## src/hdl/csbu_defines.vh

```
`ifndef CSBU_DEFINES_VH
`define CSBU_DEFINES_VH

// Operation codes from the instruction decoder
`define CSBU_OP_SKIP_REG_BIT_CLEAR 3'h0
`define CSBU_OP_SKIP_REG_BIT_SET 3'h1
`define CSBU_OP_SKIP_IO_BIT_CLEAR 3'h2
`define CSBU_OP_SKIP_IO_BIT_SET 3'h3
`define CSBU_OP_BRANCH_FLAG_SET 3'h4
`define CSBU_OP_BRANCH_FLAG_CLEAR 3'h5
`define CSBU_OP_BRANCH_EQUAL 3'h6
`define CSBU_OP_BRANCH_NOT_EQUAL 3'h7

// Extra cycles beyond the first
`define CSBU_EXTRA_NONE 2'h0
`define CSBU_EXTRA_ONE 2'h1
`define CSBU_EXTRA_TWO 2'h2

// Program counter steps in words
`define CSBU_STEP_NEXT 2'h1
`define CSBU_STEP_SKIP_ONE 2'h2
`define CSBU_STEP_SKIP_TWO 2'h3

// Reset values
`define CSBU_RESET_STATE 1'h0
`define CSBU_RESET_CNT 2'h0
`define CSBU_RESET_DONE 1'h0
`define CSBU_RESET_TAKEN 1'h0
`define CSBU_RESET_TARGET 1'h0

`endif

```

## src/hdl/csbu_unit.v

```verilog
`timescale 1ns/100ps
`include "csbu_defines.vh"

module csbu_unit #(
    parameter PC_W = 16,
    parameter K_W = 7,
    parameter ZERO_BIT = 1
) (
    input wire clk_sys,
    input wire reset_n,
    input wire instr_valid,
    input wire [2:0] instr_op,
    input wire [2:0] bit_sel,
    input wire [7:0] reg_value,
    input wire [7:0] io_value,
    input wire [7:0] status_value,
    input wire [K_W-1:0] offset_k,
    input wire [PC_W-1:0] pc_value,
    input wire next_two_word,
    output wire busy_q,
    output reg done_q,
    output reg taken_q,
    output reg [PC_W-1:0] pc_target_q
);

    localparam ST_IDLE = 1'h0;
    localparam ST_WAIT = 1'h1;

    ////////////////////////////////////////////////////////////////////////
    // Helpers

    function [PC_W-1:0] pc_add;
        input [PC_W-1:0] base;
        input [PC_W-1:0] step;
        begin
            pc_add = base + step;
        end
    endfunction

    function [PC_W-1:0] sext_k;
        input [K_W-1:0] k;
        begin
            sext_k = {{(PC_W-K_W){k[K_W-1]}}, k};
        end
    endfunction

    function [PC_W-1:0] step_word;
        input [1:0] step;
        begin
            step_word = {{(PC_W-2){1'h0}}, step};
        end
    endfunction

    function pick_bit;
        input [7:0] value;
        input [2:0] index;
        begin
            pick_bit = value[index];
        end
    endfunction

    ////////////////////////////////////////////////////////////////////////
    // Condition and target

    reg state_q;
    reg [1:0] cnt_q;
    reg take_d;
    reg is_branch_d;
    reg [1:0] extra_d;
    reg [PC_W-1:0] target_d;
    wire reg_bit = pick_bit(reg_value, bit_sel);
    wire io_bit = pick_bit(io_value, bit_sel);
    wire flag_bit = pick_bit(status_value, bit_sel);
    wire zero_bit = status_value[ZERO_BIT];
    wire accept = instr_valid & (state_q == ST_IDLE);
    wire last_extra = (state_q == ST_WAIT) && (cnt_q == `CSBU_EXTRA_ONE);
    wire finish_now = (accept && (extra_d == `CSBU_EXTRA_NONE)) || last_extra;
    wire [PC_W-1:0] pc_next = pc_add(pc_value, step_word(`CSBU_STEP_NEXT));
    wire [PC_W-1:0] pc_skip_one = pc_add(pc_value, step_word(`CSBU_STEP_SKIP_ONE));
    wire [PC_W-1:0] pc_skip_two = pc_add(pc_value, step_word(`CSBU_STEP_SKIP_TWO));
    wire [PC_W-1:0] pc_branch = pc_add(pc_add(pc_value, sext_k(offset_k)),
        step_word(`CSBU_STEP_NEXT));

    assign busy_q = state_q;

    // Skip and branch conditions
    always @* begin
        take_d = 1'h0;
        case (instr_op)
            `CSBU_OP_SKIP_REG_BIT_CLEAR: begin
                take_d = ~reg_bit;
            end
            `CSBU_OP_SKIP_REG_BIT_SET: begin
                take_d = reg_bit;
            end
            `CSBU_OP_SKIP_IO_BIT_CLEAR: begin
                take_d = ~io_bit;
            end
            `CSBU_OP_SKIP_IO_BIT_SET: begin
                take_d = io_bit;
            end
            `CSBU_OP_BRANCH_FLAG_SET: begin
                take_d = flag_bit;
            end
            `CSBU_OP_BRANCH_FLAG_CLEAR: begin
                take_d = ~flag_bit;
            end
            `CSBU_OP_BRANCH_EQUAL: begin
                take_d = zero_bit;
            end
            `CSBU_OP_BRANCH_NOT_EQUAL: begin
                take_d = ~zero_bit;
            end
            default: begin
                take_d = 1'h0;
            end
        endcase
    end

    // Operation class
    always @* begin
        is_branch_d = 1'h0;
        case (instr_op)
            `CSBU_OP_BRANCH_FLAG_SET,
            `CSBU_OP_BRANCH_FLAG_CLEAR,
            `CSBU_OP_BRANCH_EQUAL,
            `CSBU_OP_BRANCH_NOT_EQUAL: begin
                is_branch_d = 1'h1;
            end
            default: begin
                is_branch_d = 1'h0;
            end
        endcase
    end

    // Next program counter
    always @* begin
        extra_d = `CSBU_EXTRA_NONE;
        target_d = pc_next;
        if (take_d && is_branch_d) begin
            extra_d = `CSBU_EXTRA_ONE;
            target_d = pc_branch;
        end else if (take_d && next_two_word) begin
            extra_d = `CSBU_EXTRA_TWO;
            target_d = pc_skip_two;
        end else if (take_d) begin
            extra_d = `CSBU_EXTRA_ONE;
            target_d = pc_skip_one;
        end
    end

    ////////////////////////////////////////////////////////////////////////
    // Cycle sequencing; status flags are never written

    always @(posedge clk_sys or negedge reset_n) begin
        if (!reset_n) begin
            state_q <= `CSBU_RESET_STATE;
        end else begin
            case (state_q)
                ST_IDLE: begin
                    if (accept && (extra_d != `CSBU_EXTRA_NONE)) begin
                        state_q <= ST_WAIT;
                    end
                end
                ST_WAIT: begin
                    if (last_extra) begin
                        state_q <= ST_IDLE;
                    end
                end
                default: begin
                    state_q <= ST_IDLE;
                end
            endcase
        end
    end

    always @(posedge clk_sys or negedge reset_n) begin
        if (!reset_n) begin
            cnt_q <= `CSBU_RESET_CNT;
        end else if (accept) begin
            cnt_q <= extra_d;
        end else if (state_q == ST_WAIT) begin
            cnt_q <= cnt_q - `CSBU_EXTRA_ONE;
        end
    end

    always @(posedge clk_sys or negedge reset_n) begin
        if (!reset_n) begin
            done_q <= `CSBU_RESET_DONE;
        end else if (finish_now) begin
            done_q <= 1'h1;
        end else begin
            done_q <= 1'h0;
        end
    end

    // taken_q and pc_target_q hold until the next accept
    always @(posedge clk_sys or negedge reset_n) begin
        if (!reset_n) begin
            taken_q <= `CSBU_RESET_TAKEN;
        end else if (accept) begin
            taken_q <= take_d;
        end
    end

    always @(posedge clk_sys or negedge reset_n) begin
        if (!reset_n) begin
            pc_target_q <= {PC_W{`CSBU_RESET_TARGET}};
        end else if (accept) begin
            pc_target_q <= target_d;
        end
    end

endmodule

```

## config.mk

```make
export PLATFORM = sky130hd
export DESIGN_NAME = csbu_unit
export DESIGN_NICKNAME = d
export VERILOG_FILES = /design/src/hdl/csbu_unit.v
export VERILOG_INCLUDE_DIRS = /design/src /design/src/hdl
export SDC_FILE = /design/constraint.sdc
export NUM_CORES = 1
export LEC_CHECK = 0
export BUFFER_PORTS_ARGS = -buffer_cell sky130_fd_sc_hd__buf_4
export CAP_MARGIN = 20
export CORE_UTILIZATION = 45
export DETAILED_ROUTE_END_ITERATION = 16
export MAX_ROUTING_LAYER = met4
export PLACE_DENSITY_LB_ADDON = 0.08
export SYNTH_ARGS = -nofsm -noshare
export SYNTH_HDL_FRONTEND = slang
export SYNTH_SLANG_ARGS = --single-unit
```

## constraint.sdc

```tcl
create_clock -name clk_sys -period 2.3 [get_ports clk_sys]
set_input_delay 0.23 -clock clk_sys [delete_from_list [all_inputs] [get_ports clk_sys]]
set_output_delay 0.23 -clock clk_sys [all_outputs]
set_load 0.01 [all_outputs]
```

==> results of run 1 <==
worst reg2reg max path, stage by stage (launching register included):
cell       delay (ns)
dfrtp_1          0.47
inv_1            0.11
nand2_1          0.07
or3_1            0.36
a2111oi_2        0.34
a211oi_1         0.09
nand2_1          0.09
final timing paths:
check                      slack (ns)    startpoint               to
setup / recovery                 0.03    bit_sel[0]  pc_target_q[11]
hold / removal                   0.25  pc_value[14]  pc_target_q[14]
setup reg to reg                 0.70        busy_q   pc_target_q[9]
hold reg to reg                  0.48      cnt_q[0]         cnt_q[0]
max in group asynchronous        1.69       reset_n  pc_target_q[11]
min in group asynchronous        0.38       reset_n  pc_target_q[15]
area by class of cell:
type                            instances  area, um^2  area share [%]
Timing Repair Buffer                  120         922            25.7
Clock buffer                            3        41.3            1.15
Tap cell                               70        87.6            2.44
Inverter                               12        45.0            1.26
Clock inverter                          1        5.00           0.140
Sequential cell                        21         526            14.7
Multi-Input combinational cell        265        1960            54.6
through the flow:
step                instances  utilization (%)  setup WS [ns]
finish                    492             68.5         0.0260
CTS                       492             67.2         0.0119
floorplan                 310                -        -0.0915
global placement          487             66.0         -0.286
global route              492             68.5        -0.0840
detailed placement        487             66.0         -0.303
cell usage after synthesis, types with 3 or more instances:
cell type,n
nand2_1,35
dfrtp_1,21
ha_1,20
a21oi_1,18
nor2_1,17
xnor2_1,14
nand3_1,13
o21ai_0,13
inv_1,12
mux2i_1,11
nor3_1,9
clkbuf_1,8
a31oi_1,7
and2_1,7
o211ai_1,7
or3_1,7
xor2_1,7
nand4_1,6
and3_1,5
nor2b_1,5
a21o_1,4
a211oi_1,3
a22oi_1,3
mux2_1,3
o21a_1,3
o31ai_1,3
power breakdown:
| group | internal (mW) | switching, mW |
|---|---|---|
| clock network | 0.122 | 0.140 |
| registers | 0.549 | 0.126 |
| logic | 0.650 | 0.620 |
flip-flops by register name, summed over array words and instances (netlist names):
name and count:
busy_q 1, cnt_q 2, done_q 1, pc_target_q 16, taken_q 1
routing by layer:
| layer | routed length (um) | vias to the layer above | part of all wire (%) |
|---|---|---|---|
| li1 | - | 1392 | - |
| met1 | 3340 | 1343 | 45 |
| met2 | 3670 | 72 | 50 |
| met3 | 303 | 7 | 4.1 |
| met4 | 59 | 0 | 0.80 |
| met5 | 0 | - | 0 |
logic make-up (layout without fill, tap and decap cells):
family          count (synthesis)  in the layout
flops                          21             21
fa+ha+maj                      21             21
mux                            18             18
simple gates                  117            117
buf+inv                        24            136
xor+xnor                       21             21
compound gates                 88             88
what timing repair did:
action	4_1_cts	5_1_grt
gates resized for setup	2	16
setup endpoints to repair	3	14
buffers inserted	0	0
hold buffers	1	0
pin swaps	1	7
hold endpoints to repair	21	0
==> results.py, run 1 <==
metrics = {
    "setup_path": {
        "worst-setup-path-type": "in -> reg",
        "crit_slowest_cell": "or4_4",
        "rr_worst_depth": 6,
        "cp_max_fo": 6,
        "cp_top_family": "compound AO/OA/AOI/OAI gates",
        "cp_num_cells": 8,
        "crit_chain": "buf_8 > mux4_2 > o2111a_1 > or4_4 > a21o_4 > a211oi_4 > xnor2_1 > o221ai_1",
        "crit_path_start_kind": "primary input",
        "critical_path_required_ns": 2.44,
        "crit_buf_inv": 1,
        "end_kind": "flip-flop",
        "max_stage_delay_ns": 0.59,
        "critPathArrivalTime_ns": 2.42,
    },
    "drt": {
        "wl_per_cell_um": 15.0,
        "drtAntennaViolNets": 0,
        "via_per_inst": 5.72,
        "drtIter0Drc": 139,
        "first_pass_iters": 4,
        "wl_um": 7370,
        "vias": 2814,
        "drc": 0,
    },
    "finish": {
        "diodes": 0,
        "final_common_cell": "buf_4",
        "finalInstanceArea_um2": 3590,
        "syn2layout_area_growth_pct": 43.4,
        "nNetsFinal": 501,
        "fillers": 465,
        "layout_common_cells": "buf_4, nand2_1, dfrtp_1",
        "layout-drive-gt1-share_pct": 35.8,
    },
    "sta": {
        "whs_ns": 0.253,
        "tightest_slew_ns": 0.476,
        "setup_viol": 0,
        "hold_violations": 0,
        "fmax_ghz": 0.440,
        "finalCritPeriodShare_pct": 98.9,
        "skew_ns": 0.00116,
        "slew_headroom_pct": 68.1,
        "rsz0062_at_grt": "yes",
        "fin_setup_tns_ns": 0,
        "period_needed_ns": 2.27,
        "maxSlewViolCount": 0,
    },
    "grt": {
        "grt_max_degree": 22,
        "grtUsageMet2_pct": 43.4,
        "grt_antenna_before_repair": 0,
        "busiest_layer": "met2",
        "met1_usage_pct": 36.0,
        "grt_pass1_vias": 2679,
        "track_usage_pct": 26.8,
        "grt_use_met3_pct": 3.23,
        "grt_overflow": 0,
        "grt_pass1_wl_um": 12600,
    },
    "synthesis": {
        "synthCells": 310,
        "synth_top_family_by_area": "compound AO/OA/AOI/OAI gates",
        "yosysUniqueCellTypes": 59,
        "synthTopCellsByArea": "dfrtp_1, ha_1, nand2_1",
        "synth.net_count": 388,
        "syn_avg_cell_area_um2": 8.07,
        "synthesis.area_um2": 2500,
        "synth_compound_area_share_pct": 24.4,
        "synth.area.mux_share_pct": 8.45,
        "ys.flop_type": "dfrtp_1",
        "synth_edf_count": 0,
        "synth_area_leader_cell": "dfrtp_1",
        "synth_warnings": 0,
        "seq_area_frac_synth_pct": 21.0,
        "synth_xor_area_share_pct": 7.35,
        "synth.top_cell.area_share_pct": 21.0,
        "ys_ff_latch": 21,
        "yosys.area_share.simple_pct": 23.8,
        "async_reset_ff_share_pct": 100,
        "synthAdderAreaFrac_pct": 10.8,
    },
    "die": {
        "fp.dieArea_um2": 5860,
        "std_cell_rows": 26,
        "core_area_um2": 5240,
        "die_h_um": 76.6,
        "start_util_pct": 47.8,
        "pin_count": 76,
        "die_w_um": 76.6,
    },
    "cts": {
        "clk_latency_ns": 0.27,
        "clock-root-buffer": "clkbuf_8",
        "clock_path_buffers": 2,
        "cts_sinks": 21,
        "htreeDepth": 1,
        "numCtsBuffers": 3,
        "cts_tree": "yes",
        "clk_pin_slew_ns": 0.08,
    },
    "power": {
        "power.density_nw_per_um2": 615,
        "ir_worst_vdd_mv": 0.415,
        "finalPower_mw": 2.21,
        "p_leak_nw": 1.65,
    },
    "placed_design": {
        "portBuffers": 75,
        "dp_hpwl_um": 5940,
        "placed_cell_area_um2": 3460,
        "place.gp.congestion": 0.959,
    },
    "hold_path": {
        "hold_path.class": "in -> reg",
        "hold_depth": 3,
    },
    "job": {
        "maxCapViolations": 0,
    },
    "status": {
        "outcome": "finished clean",
    },
}
Note: power is estimated with default switching activity, not from simulation.
==> inputs of run 2 (changes only) <==
--- a/config.mk
+++ b/config.mk
@@ -12,6 +12,7 @@
 export DETAILED_ROUTE_END_ITERATION = 16
 export MAX_ROUTING_LAYER = met4
 export PLACE_DENSITY_LB_ADDON = 0.08
+export SKIP_LAST_GASP = 1
 export SYNTH_ARGS = -nofsm -noshare
 export SYNTH_HDL_FRONTEND = slang
 export SYNTH_SLANG_ARGS = --single-unit
==> constraint.sdc (replaced) <==
create_clock -name clk_sys -period 2.3 [get_ports clk_sys]
set_input_delay 0.345 -clock clk_sys [delete_from_list [all_inputs] [get_ports clk_sys]]
set_output_delay 0.345 -clock clk_sys [all_outputs]
set_load 0.01 [all_outputs]
==> results.py, run 2 (same netlist as run 1, synthesis figures left out) <==
metrics = {
    "finish": {
        "top_register": "pc_target_q",
        "fillers": 431,
        "final_common_cell": "buf_4",
        "final_cells": 504,
        "nNetsFinal": 513,
        "syn2layout_area_growth_pct": 52.1,
        "largest_register_ffs": 16,
        "layout_common_cells": "buf_4, nand2_1, dfrtp_1",
        "diodes": 0,
        "layout-drive-gt1-share_pct": 41.0,
        "reg_top3": "pc_target_q x16, cnt_q x2",
    },
    "die": {
        "pin_count": 76,
        "start_util_pct": 47.8,
        "core_area_um2": 5240,
        "std_cell_rows": 26,
        "fp.dieArea_um2": 5860,
        "die_w_um": 76.6,
        "die_h_um": 76.6,
    },
    "drt": {
        "drtIter0Drc": 205,
        "first_pass_iters": 4,
        "via_per_inst": 5.77,
        "drc": 0,
        "drtAntennaViolNets": 0,
        "wl_um": 7990,
        "wl_per_cell_um": 15.8,
        "vias": 2909,
    },
    "sta": {
        "hold_violations": 0,
        "maxSlewViolCount": 0,
        "finalCritPeriodShare_pct": 103,
        "whs_ns": 0.368,
        "period_needed_ns": 2.36,
        "fmax_ghz": 0.424,
        "slew_headroom_pct": 70.7,
        "skew_ns": 0.00672,
        "tightest_slew_ns": 0.436,
        "fin_setup_tns_ns": -0.336,
        "setup_viol": 9,
        "fin_ws_ns": -0.0608,
        "rsz0062_at_grt": "yes",
    },
    "cts": {
        "htreeDepth": 1,
        "cts_sinks": 21,
        "clock_path_buffers": 2,
        "clock-root-buffer": "clkbuf_8",
        "clk_latency_ns": 0.27,
        "clk_pin_slew_ns": 0.09,
        "numCtsBuffers": 3,
        "cts_tree": "yes",
    },
    "grt": {
        "grt_max_degree": 22,
        "grt_use_met3_pct": 4.07,
        "met1_usage_pct": 35.6,
        "grt_antenna_before_repair": 0,
        "grtUsageMet2_pct": 47.0,
        "track_usage_pct": 28.0,
        "grt_pass1_vias": 2802,
        "busiest_layer": "met2",
        "grt_overflow": 0,
        "grt_pass1_wl_um": 12900,
    },
    "setup_path": {
        "end_kind": "flip-flop",
        "critPathArrivalTime_ns": 2.51,
        "critical_path_required_ns": 2.45,
        "crit_path_start_kind": "primary input",
        "cp_max_fo": 7,
        "worst-setup-path-type": "in -> reg",
    },
    "placed_design": {
        "place.gp.congestion": 0.870,
        "dp_hpwl_um": 6170,
        "portBuffers": 75,
        "placed_cells": 494,
    },
    "status": {
        "outcome": "finished with violations",
        "violations": "setup timing",
    },
    "power": {
        "p_leak_nw": 1.74,
        "ir_worst_vdd_mv": 0.474,
        "power.density_nw_per_um2": 600,
    },
    "job": {
        "maxCapViolations": 0,
    },
    "hold_path": {
        "hold_path.class": "in -> reg",
    },
}
[run 2: cell count changes in the layout (fill, tap and decap cells not counted), sizes merged]
cell / before / now
buf: 119 / 130
and2: 7 / 8
[run 2: routing by layer]
layer  routed length [um]  share of wire (%)
met4                   62               0.78
met2                 4120                 52
met3                  379                4.7
met1                 3420                 43
met5                    0                  0
[run 2: through the flow]
step                setup WS [ns]  util (%)  cell area [um^2]  power (mW)
floorplan                  -0.207         -              2550        1.33
global placement           -0.381      67.6              3540        1.91
detailed placement         -0.453      67.6              3540        1.95
CTS                       -0.0721      70.9              3710        2.24
global route               -0.133      72.6              3800        2.45
finish                    -0.0608      72.6              3800        2.28
[run 2: final timing paths]
kind                                     start         endpoint  slack, ns  depth (start not counted)
worst max-delay path                bit_sel[2]         cnt_q[0]      -0.06                         10
worst min-delay path              pc_value[14]  pc_target_q[14]       0.37                          3
worst max register to register          busy_q  pc_target_q[14]       0.72                          6
worst min register to register  pc_target_q[9]   pc_target_q[9]       0.48                          2
max in group asynchronous              reset_n   pc_target_q[1]       1.57                          2
min in group asynchronous              reset_n  pc_target_q[13]       0.50                          2
[run 2: report_power, final]
part	switching (mW)	internal [mW]	total [mW]
Sequential	0.130	0.549	0.679
Clock	0.135	0.121	0.256
Combinational	0.653	0.696	1.35
Total	0.918	1.37	2.28
[run 2: critical path, stage by stage]
cell and delay [ns]:
buf_8 0.11, mux2_1 0.34, mux4_2 0.53, a21oi_4 0.22
or4_4 0.19, and2_4 0.22, buf_6 0.14, a21oi_1 0.05
a211oi_1 0.28, a21oi_1 0.07
[run 2: timing repair]
action,in CTS,in global routing
cloned,1,0
hold endpoints to repair,21,0
gates resized for setup,17,24
pin swaps,9,14
endpoints found under the setup margin,16,18
buffers inserted,3,1
hold buffers,1,0
[run 2: layout make-up]
cell class / instances / area, um^2 / share of cell area (%)
inverter: 12 / 47.5 / 1.25
tap: 70 / 87.6 / 2.30
multi-input combinational: 266 / 2060 / 54.2
sequential: 21 / 526 / 13.8
clock buffer: 3 / 41.3 / 1.09
clock inverter: 1 / 5.00 / 0.132
timing repair buffer: 131 / 1030 / 27.2
